File: config.mk
export PLATFORM = sky130hd
export DESIGN_NAME = spm_gpio
export DESIGN_NICKNAME = d
export VERILOG_FILES = /design/src/design/spm_gpio_pkg.sv /design/src/design/spm_gpio.sv
export VERILOG_INCLUDE_DIRS = /design/src /design/src/design
export SDC_FILE = /design/constraint.sdc
export NUM_CORES = 1
export LEC_CHECK = 0
export ABC_AREA = 1
export BUFFER_PORTS_ARGS = -buffer_cell sky130_fd_sc_hd__buf_2
export CAP_MARGIN = 20
export CELL_PAD_IN_SITES_DETAIL_PLACEMENT = 2
export CELL_PAD_IN_SITES_GLOBAL_PLACEMENT = 2
export CORE_ASPECT_RATIO = 1.75
export CORE_MARGIN = 1.5
export CORE_UTILIZATION = 26
export CTS_CLUSTER_DIAMETER = 40
export CTS_CLUSTER_SIZE = 14
export DETAILED_ROUTE_END_ITERATION = 7
export PLACE_DENSITY_LB_ADDON = 0.2
export REMOVE_ABC_BUFFERS = 1
export SLEW_MARGIN = 20
export SYNTH_ARGS = -nofsm -noshare
export SYNTH_HDL_FRONTEND = slang
export SYNTH_SLANG_ARGS = --single-unit
File: constraint.sdc
create_clock -name i_core_clk -period 2.4 [get_ports i_core_clk]
set_input_delay 0.24 -clock i_core_clk [delete_from_list [all_inputs] [get_ports i_core_clk]]
set_output_delay 0.24 -clock i_core_clk [all_outputs]
set_load 0.1 [all_outputs]
File: src/design/spm_gpio_regs.svh
/*
 register offsets, field positions and reset values of the pin mux / gpio block.
 assumes a 16-bit word-addressed data space with register access in one cycle.
*/
`ifndef SPM_GPIO_REGS_SVH
`define SPM_GPIO_REGS_SVH
`define SPM_ADDR_SEL_A 16'h7090
`define SPM_ADDR_SEL_B 16'h7092
`define SPM_ADDR_SEL_C 16'h7094
`define SPM_ADDR_PORT_E 16'h7095
`define SPM_ADDR_PORT_F 16'h7096
`define SPM_ADDR_PORT_A 16'h7098
`define SPM_ADDR_PORT_B 16'h709a
`define SPM_ADDR_PORT_C 16'h709c
`define SPM_ADDR_PORT_D 16'h709e
`define SPM_RST_SEL_A 16'h0000
`define SPM_RST_SEL_B 16'hfe03
`define SPM_RST_SEL_C 16'h0001
`define SPM_MASK_SEL_C 16'h3fff
`define SPM_MASK_PORT_F 16'h3f3f
`define SPM_MASK_PORT_FULL 16'hffff
`define SPM_RST_PORT 16'h0000
`define SPM_DIR_LSB 8
`endif

File: src/design/spm_gpio_pkg.sv
/*
 types shared by the pin mux / gpio block.
 assumes spm_gpio_regs.svh for the numbers.
*/
package spm_gpio_pkg;
	typedef enum logic [3:0] {
		SPM_SEL_A = 4'h0,
		SPM_SEL_B = 4'h1,
		SPM_SEL_C = 4'h3,
		SPM_PORT_E = 4'h2,
		SPM_PORT_F = 4'h6,
		SPM_PORT_A = 4'h7,
		SPM_PORT_B = 4'h5,
		SPM_PORT_C = 4'h4,
		SPM_PORT_D = 4'hc,
		SPM_NONE = 4'hf
	} spm_reg_e;
	typedef struct packed {
		logic [7:0] dir;
		logic [7:0] val;
	} spm_port_s;
	typedef struct packed {
		logic [15:0] addr;
		logic [15:0] wdata;
		logic wr;
		logic rd;
	} spm_bus_s;
endpackage : spm_gpio_pkg

File: src/design/spm_gpio.sv
/*
 shared pin mux and gpio ports a to f with their data-space registers.
 assumes a single-cycle data-space access from the cpu, pins synchronous to i_core_clk.
*/
// Functional notes
// - select c bits 0-7 pick port e pins, 8-13 port f; set means peripheral.
// - port e register: data in bits 0-7, direction in bits 8-15.
// - port f register: data bits 0-5, direction bits 8-13.
// - direction 0 is input, 1 is output driven from data bit.
// - software write to data bit of an output sets the driven level.
// - reading data bit of an input returns the live pin level.
// - data and direction act only when mux selects gpio.
// - reset: port e pin 0 peripheral, other e and f select bits zero.
// - port c pin 0 resets to strobe function; software clears select b bit 0.
// - select registers decode at 7090h, 7092h, 7094h.
// - ports a to d decode at 7098h, 709ah, 709ch, 709eh.
`timescale 1ns/1ns
`include "spm_gpio_regs.svh"
module spm_gpio
	import spm_gpio_pkg::*;
#(
	parameter int NUM_PORTS = 6
) (
	input wire logic i_core_clk,
	input wire logic i_rstn,
	input wire spm_bus_s i_bus,
	output logic [15:0] o_rdata,
	input wire logic [NUM_PORTS*8-1:0] i_pin,
	output logic [NUM_PORTS*8-1:0] o_pin,
	output logic [NUM_PORTS*8-1:0] o_pin_oe,
	input wire logic [NUM_PORTS*8-1:0] i_periph_out,
	input wire logic [NUM_PORTS*8-1:0] i_periph_oe,
	output logic [NUM_PORTS*8-1:0] o_periph_in
);
	// select map is fixed to six ports
	if (NUM_PORTS != 6) begin : g_bad_ports
		$error("spm_gpio serves exactly six ports");
	end

	// port order in vectors: a,b,c,d,e,f
	function automatic spm_reg_e decode(input logic [15:0] addr);
		case (addr)
			`SPM_ADDR_SEL_A: decode = SPM_SEL_A;
			`SPM_ADDR_SEL_B: decode = SPM_SEL_B;
			`SPM_ADDR_SEL_C: decode = SPM_SEL_C;
			`SPM_ADDR_PORT_E: decode = SPM_PORT_E;
			`SPM_ADDR_PORT_F: decode = SPM_PORT_F;
			`SPM_ADDR_PORT_A: decode = SPM_PORT_A;
			`SPM_ADDR_PORT_B: decode = SPM_PORT_B;
			`SPM_ADDR_PORT_C: decode = SPM_PORT_C;
			`SPM_ADDR_PORT_D: decode = SPM_PORT_D;
			default: decode = SPM_NONE;
		endcase
	endfunction : decode

	function automatic int port_idx(input spm_reg_e r);
		case (r)
			SPM_PORT_A: port_idx = 0;
			SPM_PORT_B: port_idx = 1;
			SPM_PORT_C: port_idx = 2;
			SPM_PORT_D: port_idx = 3;
			SPM_PORT_E: port_idx = 4;
			SPM_PORT_F: port_idx = 5;
			default: port_idx = 6;
		endcase
	endfunction : port_idx

	logic [15:0] sel_a_r, sel_b_r, sel_c_r;
	logic [15:0] sel_a_nxt, sel_b_nxt, sel_c_nxt;
	spm_port_s port_r [NUM_PORTS];
	spm_port_s port_nxt [NUM_PORTS];
	logic [15:0] rdata_nxt;
	logic [15:0] port_mask [NUM_PORTS];
	logic [NUM_PORTS*8-1:0] mux_sel;
	logic [NUM_PORTS*8-1:0] gpio_oe;
	logic [NUM_PORTS*8-1:0] gpio_val;
	spm_reg_e acc;
	int pi;

	always_comb begin
		for (int p = 0; p < NUM_PORTS; p++) begin
			port_mask[p] = (p == 5) ? `SPM_MASK_PORT_F : `SPM_MASK_PORT_FULL;
		end
	end

	assign acc = decode(i_bus.addr);
	assign pi = port_idx(acc);
	// mux select in port order a..f
	assign mux_sel = {2'h0, sel_c_r[13:0], sel_b_r, sel_a_r};

	always_comb begin
		for (int p = 0; p < NUM_PORTS; p++) begin
			gpio_oe[p*8 +: 8] = port_r[p].dir;
			gpio_val[p*8 +: 8] = port_r[p].val;
		end
	end

	// pin drive: peripheral when selected, gpio otherwise
	always_comb begin
		for (int b = 0; b < NUM_PORTS*8; b++) begin
			o_pin[b] = mux_sel[b] ? i_periph_out[b] : gpio_val[b];
			o_pin_oe[b] = mux_sel[b] ? i_periph_oe[b] : gpio_oe[b];
			o_periph_in[b] = mux_sel[b] & i_pin[b];
		end
		o_pin[47:46] = 2'h0;
		o_pin_oe[47:46] = 2'h0;
		o_periph_in[47:46] = 2'h0;
	end

	always_comb begin
		sel_a_nxt = sel_a_r;
		sel_b_nxt = sel_b_r;
		sel_c_nxt = sel_c_r;
		rdata_nxt = 16'h0000;
		for (int p = 0; p < NUM_PORTS; p++) begin
			port_nxt[p] = port_r[p];
			// inputs track the masked pin in the data register; reads of inputs take i_pin directly
			for (int b = 0; b < 8; b++) begin
				if (!port_r[p].dir[b]) begin
					port_nxt[p].val[b] = i_pin[p*8+b] & port_mask[p][b];
				end
			end
		end
		if (i_bus.wr) begin
			case (acc)
				SPM_SEL_A: sel_a_nxt = i_bus.wdata;
				SPM_SEL_B: sel_b_nxt = i_bus.wdata;
				SPM_SEL_C: sel_c_nxt = i_bus.wdata & `SPM_MASK_SEL_C;
				SPM_NONE: ;
				default: begin
					for (int b = 0; b < 8; b++) begin
						if (i_bus.wdata[`SPM_DIR_LSB+b] && port_mask[pi][b]) begin
							port_nxt[pi].val[b] = i_bus.wdata[b];
						end
					end
					port_nxt[pi].dir = i_bus.wdata[15:8] & port_mask[pi][15:8];
				end
			endcase
		end
		if (i_bus.rd) begin
			case (acc)
				SPM_SEL_A: rdata_nxt = sel_a_r;
				SPM_SEL_B: rdata_nxt = sel_b_r;
				SPM_SEL_C: rdata_nxt = sel_c_r;
				SPM_NONE: rdata_nxt = 16'h0000;
				default: begin
					rdata_nxt[15:8] = port_r[pi].dir;
					for (int b = 0; b < 8; b++) begin
						rdata_nxt[b] = port_r[pi].dir[b] ? port_r[pi].val[b]
							: i_pin[pi*8+b];
					end
					rdata_nxt = rdata_nxt & port_mask[pi];
				end
			endcase
		end
	end

	always_ff @(posedge i_core_clk) begin
		if (!i_rstn) begin
			sel_a_r <= `SPM_RST_SEL_A;
			sel_b_r <= `SPM_RST_SEL_B;
			sel_c_r <= `SPM_RST_SEL_C;
			o_rdata <= 16'h0000;
			for (int p = 0; p < NUM_PORTS; p++) begin
				port_r[p] <= `SPM_RST_PORT;
			end
		end else begin
			sel_a_r <= sel_a_nxt;
			sel_b_r <= sel_b_nxt;
			sel_c_r <= sel_c_nxt;
			o_rdata <= rdata_nxt;
			for (int p = 0; p < NUM_PORTS; p++) begin
				port_r[p] <= port_nxt[p];
			end
		end
	end

	// reset values
	sel_c_rst_a: assert property (
		@(posedge i_core_clk) $rose(i_rstn) |-> sel_c_r == `SPM_RST_SEL_C)
		else $error("select c reset value wrong");
	sel_b_rst_a: assert property (
		@(posedge i_core_clk) $rose(i_rstn) |-> sel_b_r[0])
		else $error("port c pin 0 not strobe at reset");
	// select registers and decode
	sel_c_upper_a: assert property (
		@(posedge i_core_clk) disable iff (!i_rstn) sel_c_r[15:14] == 2'h0)
		else $error("select c upper bits set");
	sel_c_write_a: assert property (
		@(posedge i_core_clk) disable iff (!i_rstn) (i_bus.wr && acc == SPM_SEL_C)
		|=> sel_c_r == ($past(i_bus.wdata) & `SPM_MASK_SEL_C))
		else $error("select c write lost");
	sel_a_write_a: assert property (
		@(posedge i_core_clk) disable iff (!i_rstn) (i_bus.wr && acc == SPM_SEL_A)
		|=> sel_a_r == $past(i_bus.wdata))
		else $error("select a write lost");
	unmapped_read_a: assert property (
		@(posedge i_core_clk) disable iff (!i_rstn) (i_bus.rd && acc == SPM_NONE)
		|=> o_rdata == 16'h0000)
		else $error("unmapped read not zero");
	// port registers
	port_e_dir_a: assert property (
		@(posedge i_core_clk) disable iff (!i_rstn) (i_bus.wr && acc == SPM_PORT_E)
		|=> port_r[4].dir == $past(i_bus.wdata[15:8]))
		else $error("port e direction write lost");
	port_f_dir_a: assert property (
		@(posedge i_core_clk) disable iff (!i_rstn) (i_bus.wr && acc == SPM_PORT_F)
		|=> port_r[5].dir == ($past(i_bus.wdata[15:8]) & 8'h3f))
		else $error("port f direction write wrong");
	port_d_decode_a: assert property (
		@(posedge i_core_clk) disable iff (!i_rstn)
		(i_bus.wr && i_bus.addr == `SPM_ADDR_PORT_D)
		|=> port_r[3].dir == $past(i_bus.wdata[15:8]))
		else $error("port d write not decoded");
	port_f_mask_a: assert property (
		@(posedge i_core_clk) disable iff (!i_rstn) (i_bus.rd && acc == SPM_PORT_F)
		|=> o_rdata[15:14] == 2'h0 && o_rdata[7:6] == 2'h0)
		else $error("port f unused bits read set");
	input_read_a: assert property (
		@(posedge i_core_clk) disable iff (!i_rstn)
		(i_bus.rd && acc == SPM_PORT_A && !port_r[0].dir[2])
		|=> o_rdata[2] == $past(i_pin[2]))
		else $error("input read not live");
	// pin drive and mux
	gpio_drive_a: assert property (
		@(posedge i_core_clk) disable iff (!i_rstn)
		(i_bus.wr && acc == SPM_PORT_E && !sel_c_r[1] && i_bus.wdata[9])
		|=> o_pin_oe[33] && o_pin[33] == $past(i_bus.wdata[1]))
		else $error("port e pin 1 output not driven");
	gpio_input_a: assert property (
		@(posedge i_core_clk) disable iff (!i_rstn)
		(!mux_sel[40] && !port_r[5].dir[0]) |-> !o_pin_oe[40])
		else $error("port f input pin driven");
	pin_e0_mux_a: assert property (
		@(posedge i_core_clk) disable iff (!i_rstn)
		sel_c_r[0] |-> o_pin[32] == i_periph_out[32])
		else $error("pin e0 not peripheral");
	periph_drive_a: assert property (
		@(posedge i_core_clk) disable iff (!i_rstn)
		mux_sel[40] |-> o_pin_oe[40] == i_periph_oe[40] && o_pin[40] == i_periph_out[40])
		else $error("port f pin 0 not peripheral");
	periph_in_gate_a: assert property (
		@(posedge i_core_clk) disable iff (!i_rstn) (o_periph_in & ~mux_sel) == '0)
		else $error("peripheral sees gpio pin");
	unused_pins_a: assert property (
		@(posedge i_core_clk) disable iff (!i_rstn) o_pin_oe[47:46] == 2'h0)
		else $error("unused port f pins driven");
endmodule : spm_gpio

=== Word level (Yosys, flattened, before mapping) ===
Memory sizes are Yosys's and may differ from the RTL's.
Cells that the tools add are included.

* Memories: 2
* Word-level logic and storage cells: 349
* Input bits: 180
* Output and inout port bits: 160
* Register bits after elaboration: 62
* RAM bits: 96
* Memory bits (read-only): 128

* $add $sub $neg: 7
* Order comparisons: 10
* Eq/ne operators: 18
* Muxes and demuxes: 238
* Bitwise logic cells: 55
* Reductions and logical operators: 15

{| class="wikitable"
|+ Memories
! memory !! depth !! bits a word !! rd ports !! clocked after Yosys merged registers in !! wr ports !! RTL line !! source
|-
| (name not given) || 8 || 16 || 1 || 0 || 0 || spm_gpio.sv:136 || <nowiki>port_nxt[pi].dir = i_bus.wdata[15:8] & port_mask[pi][15:8];</nowiki>
|-
| port_r || 6 || 16 || 7 || 0 || 6 || spm_gpio.sv:70 || <nowiki>spm_port_s port_r [NUM_PORTS];</nowiki>
|}

{| class="wikitable"
|+ Operator list
! operator !! count
|-
| $mux 96 || 26
|-
| $bwmux 96 || 9
|-
| $demux 16 s3 || 9
|-
| $mux 1 || 167
|-
| $eq 16x15->1 const B || 9
|-
| $mux 16 || 9
|-
| $pmux 16 s4 || 1
|-
| $lt 7x7->1 const B || 7
|-
| $and 1x1->1 || 46
|-
| $bmux 1 s6 || 7
|-
| $pmux 4 s9 || 1
|-
| $ge 32x4->1 const B || 1
|-
| $lt 32x1->1 const B || 1
|-
| $not 3->32 || 1
|-
| $add 6x3->7 const B || 4
|-
| $pmux 3 s6 || 1
|-
| $and 16x16->16 || 1
|-
| $eq 4x3->1 const B || 4
|-
| $add 6x2->7 const B || 2
|-
| $logic_and 1x1->1 || 9
|-
| $and 8x8->8 || 1
|-
| $eq 4x2->1 const B || 2
|-
| $eq 4x4->1 const B || 2
|-
| $mux 8 || 1
|-
| 14 further kinds || 22
|}

=== Logic depth before layout (Yosys ltp) ===
* Depth in word-level cells: 45
* Gate-level depth with buffers: 18
* Mapped depth without buffers: 16

=== Worst setup path after synthesis ===
OpenSTA, ideal clock, no wires.

* Path type: register to output
* Start point: reg with a tool-made name
* End point: out o_pin_oe[30]
* Cell stages (with the launch flop): 3
* Path slack: -0.335 ns
* Data required time: 2.160 ns
* Arrival: 2.495 ns
* Path through: dfxtp_1 inv_1 o21ai_0

{| class="wikitable"
|+ RTL lines
! what !! RTL line !! source
|-
| to (decl) || spm_gpio.sv:30 || <nowiki>output logic [NUM_PORTS*8-1:0] o_pin_oe,</nowiki>
|}

=== Final worst setup path ===
* Start point: in i_bus[31] (netlist name)
* End point: reg o_rdata[10]

* Longest elaborated chain between the ends: 10
* Elaborated cells between the ends (all ways): 28
* Classes of those cells: eq/ne (18); mux (5); bitwise (2); reduce/logical (1); memory (2)

{| class="wikitable"
|+ RTL lines
! what !! RTL line !! source
|-
| from (decl) || spm_gpio.sv:26 || <nowiki>input wire spm_bus_s i_bus,</nowiki>
|-
| $eq 16x15->1 || spm_gpio.sv:42 || <nowiki>case (addr)</nowiki>
|-
| $pmux 4 s9 (*) || spm_gpio.sv:42 ||
|-
| $eq 4x3->1, or another cell as far along || spm_gpio.sv:57 || <nowiki>case (r)</nowiki>
|-
| $pmux 3 s6 || spm_gpio.sv:57 ||
|-
| $not 3->32 (not written as such) || spm_gpio.sv:152 || <nowiki>rdata_nxt = rdata_nxt & port_mask[pi];</nowiki>
|-
| $mem_v2 8x16 || -- ||
|-
| $mux 16 (2 in a row) || -- ||
|-
| $and 16x16->16 || spm_gpio.sv:152 ||
|-
| $pmux 16 s4 (*) || spm_gpio.sv:141 || <nowiki>case (acc)</nowiki>
|-
| to (signal assigned) || spm_gpio.sv:171 || <nowiki>o_rdata <= rdata_nxt;</nowiki>
|-
| to (decl) || spm_gpio.sv:27 || <nowiki>output logic [15:0] o_rdata,</nowiki>
|}

Mark *: on every way between the ends. The rest lies on a longest branch, timed or not. The select of a mux whose other input is x is not followed.
A chain may end at the register's enable or synchronous reset.

==> reports/metrics.yaml <==
routing:
  met1Wirelength_mm: 19.81
  post-route-drc-count: 0
  drt-total-wl_mm: 53.58
  initialDrtViolationCount: 507
  route.detailed.wl_per_inst_um: 21.07
  firstDrtPassIters: 4
  detailed_routed_wire_length_on_met2_mm: 29.45
  routed-via-count: 12860
  met3RoutedLength_mm: 1.914
  average_via_count_per_standard_cell: 5.057
  route.top_layer_used: "met4"
  antenna_violating_nets_post_route: 0
cells_and_area:
  final_core_utilization_pct: 34.87
  drive_gt1_share_pct: 25.29
  multi_input_comb_area_um2: 5838
  filler_cell_count: 4920
  regArea_um2: 3163
  area_growth_from_synthesis_to_layout_pct: 31.60
  mostFrequentLayoutCells: "sky130_fd_sc_hd__nand2_1 (612), sky130_fd_sc_hd__buf_2 (329), sky130_fd_sc_hd__inv_1 (209), sky130_fd_sc_hd__o21ai_0 (190), sky130_fd_sc_hd__dfxtp_1 (158)"
  final_net_count: 2225
  final_std_cells_w_o_fill: 2543
  layout_commonest_cell: "sky130_fd_sc_hd__nand2_1"
global_routing:
  globalRouteTotalUtil_pct: 26.46
  grt_pass1_wl_mm: 81.23
  grt.overflow.total: 0
  antenna_found_initial: 2
  first_global_vias: 13888
  grt_max_degree: 67
sta:
  maxSlewHeadroom_pct: 55.55
  worstMarginPinSlew_ps: 666.0
  timing.final.setup_violations: 0
  number_of_endpoints_with_negative_hold_slack_in_the_final_report: 0
  maxSlewViolCount: 0
  timing.final.crit_share_pct: 84.15
  finalHoldWorstSlack_ps: 101.1
  highest_achievable_clock_rate_mhz: 495.1
  period_needed_ps: 2020
  grt_setup_unrepaired: "false"
  clock_tree_skew_after_final_layout_ps: 8.705
clocking:
  post_cts_hold_buffer_count: 0
  clock_sink_count: 158
  clock_tree_root_driver_cell: "sky130_fd_sc_hd__clkbuf_16"
  cts.repair.resized: 0
  cts.repair_timing.setup_buffer_count: 0
  worst_setup_hold_path_clk_slew_ps: 70
  htree_levels: 4
  cts_inserted_buffers: 17
  tritoncts: "yes"
  clkLatencyLatePin_ps: 450
  cts.path.max_buffers: 2
die:
  design.die.area_um2: 40490
  die_x_um: 152.8
  floorplan.initialDensity_pct: 26.49
  ios: 340
  placement_rows: 95
  core_region_area_um2: 38510
  die_height_um: 265.1
worst_hold_path:
  whs_path_depth: 3
  worst_hold_path_type: "input pin to flip-flop"
setup_path:
  path_depth: 15
  crit_path_frequent_cell: "sky130_fd_sc_hd__nand2_1"
  r2r.worst_path.cells: 10
  timing.critical_path.max_delay_family: "simple AND/OR/NAND/NOR gates"
  crit_path_top_delay_cell: "sky130_fd_sc_hd__a21boi_2"
  timing.critical_path.from_type: "input pin"
  cp_slowest_stage_delay_ps: 440
  cp_data_required_time_ps: 2780
  crit_path_cell_trace: "buf_2 -> nand2_1 -> inv_1 -> nand2_1 -> nor2_4 -> buf_12 -> nand3_1 -> a21boi_2 -> inv_2 -> nor3_2 -> buf_4 -> nand2_1 -> nand4_1 -> nand2_1 -> nor2_1"
  critPathKind: "input pin to flip-flop"
  critical_path.n_buffers_inverters: 5
  worst_ep_arrival_time_ps: 2400
  end_kind: "flip-flop"
  timing.critical_path.fanout_max: 14
synthesis:
  synth.ff_latch_count: 158
  syn_inst: 1685
  synth_seq_area_share_pct: 31.00
  synthesis.area_um2: 10200
  synth.lib_cells_used.distinct: 37
  syn-mean-instance-area_um2: 6.056
  synth-warning-count: 0
place:
  placed_cells: 2511
  place_congestion: 0.8229
  place.port_buffers: 329
  dpl.hpwl_mm: 41.94
pwr:
  power.ir.vdd_worst_uv: 430.2
  power.leakage_nw: 6.760
  areal_power_density_over_the_cells_nw_per_um2: 500.0
job:
  cap_viol_max_count: 0
run_status:
  result_of_the_run: "finished, final reports clean"
power breakdown:
group / switching [mW] / internal (mW) / leakage, nW
clock network: 1.18 / 1.71 / 0.290
logic: 0.874 / 0.256 / 5.19
registers: 0.0291 / 2.67 / 1.29
per-stage QoR:
stage                     setup TNS, ps  cell area [um^2]  power [mW]  worst slack (ps)
final                                 0             13430       6.713             380.4
after CTS                             0             13420       6.758             387.6
after global placement                0             12830       3.871             18.63
after floorplan                  -23820              9846       3.471            -627.9
after global routing                  0             13430       6.943             169.9
after detailed placement         -178.2             12830       3.891            -90.54
per-layer routing:
| metal | track usage, % | vias up |
|---|---|---|
| li1 | - | 6054 |
| met1 | 27.97 | 6349 |
| met2 | 51.58 | 346 |
| met3 | 3.275 | 111 |
| met4 | 11.51 | 0 |
| met5 | 0 | - |
area by class of cell:
class | count | area share [%]
Antenna cell | 2 | 0.03727
Clock buffer | 24 | 3.587
Clock inverter | 6 | 0.8107
Inverter | 227 | 6.364
Multi-Input combinational cell | 1239 | 43.48
Sequential cell | 158 | 23.56
Tap cell | 485 | 4.519
Timing Repair Buffer | 402 | 17.65
worst reg2reg max path: cells and delay by family, from the launching register on:
| kind | cells | cell delay (ps) |
|---|---|---|
| AO/OA/AOI/OAI | 2 | 300 |
| flip-flops | 1 | 390 |
| AND/OR/NAND/NOR | 6 | 440 |
| buffers and inverters | 2 | 150 |
cells by family (layout without fill, tap and decap cells):
| family | Yosys count | count (layout) | share of synthesized area (%) |
|---|---|---|---|
| AOI/OAI and AO/OA | 382 | 382 | 20.23 |
| xor gates and xnor gates | 1 | 1 | 0.08585 |
| buffers and inverters | 293 | 659 | 12.07 |
| DFF | 158 | 158 | 31.00 |
| muxes | 16 | 16 | 1.766 |
| other | 1 | 8 | 0.03675 |
| and+or+nand+nor | 834 | 834 | 34.81 |
cells in the mapped netlist (all sizes together):
library cell	number	share of area (%)
clkinv	1	0.037
o22ai	5	0.31
conb	1	0.037
nor2	118	5.6
mux2	16	1.8
o21a	4	0.29
xor2	1	0.086
nand3	46	2.6
a21oi	127	6.3
o21bai	1	0.074
inv	226	8.3
a21boi	1	0.11
nor3	21	1.1
nand4	20	1.5
o211ai	12	1.3
buf	35	2.6
o21ai	218	11
a211oi	14	1.0
nand2	629	24
dfxtp	158	31
clkbuf	31	1.1
path summary, 6_finish.rpt:
| kind | slack, ps | startpoint | to |
|---|---|---|---|
| min | 100 | i_bus[16] | sel_a_r[14]$_SDFFE_PN0P_ |
| min reg2reg | 450 | port_r[5][7]$_SDFF_PN0_ | port_r[5][7]$_SDFF_PN0_ |
| max reg2reg | 1070 | flip-flop | o_rdata[1]$_SDFF_PN0_ |
| max | 380 | i_bus[31] | o_rdata[10]$_SDFF_PN0_ |
(Power assumes the default switching activity.)
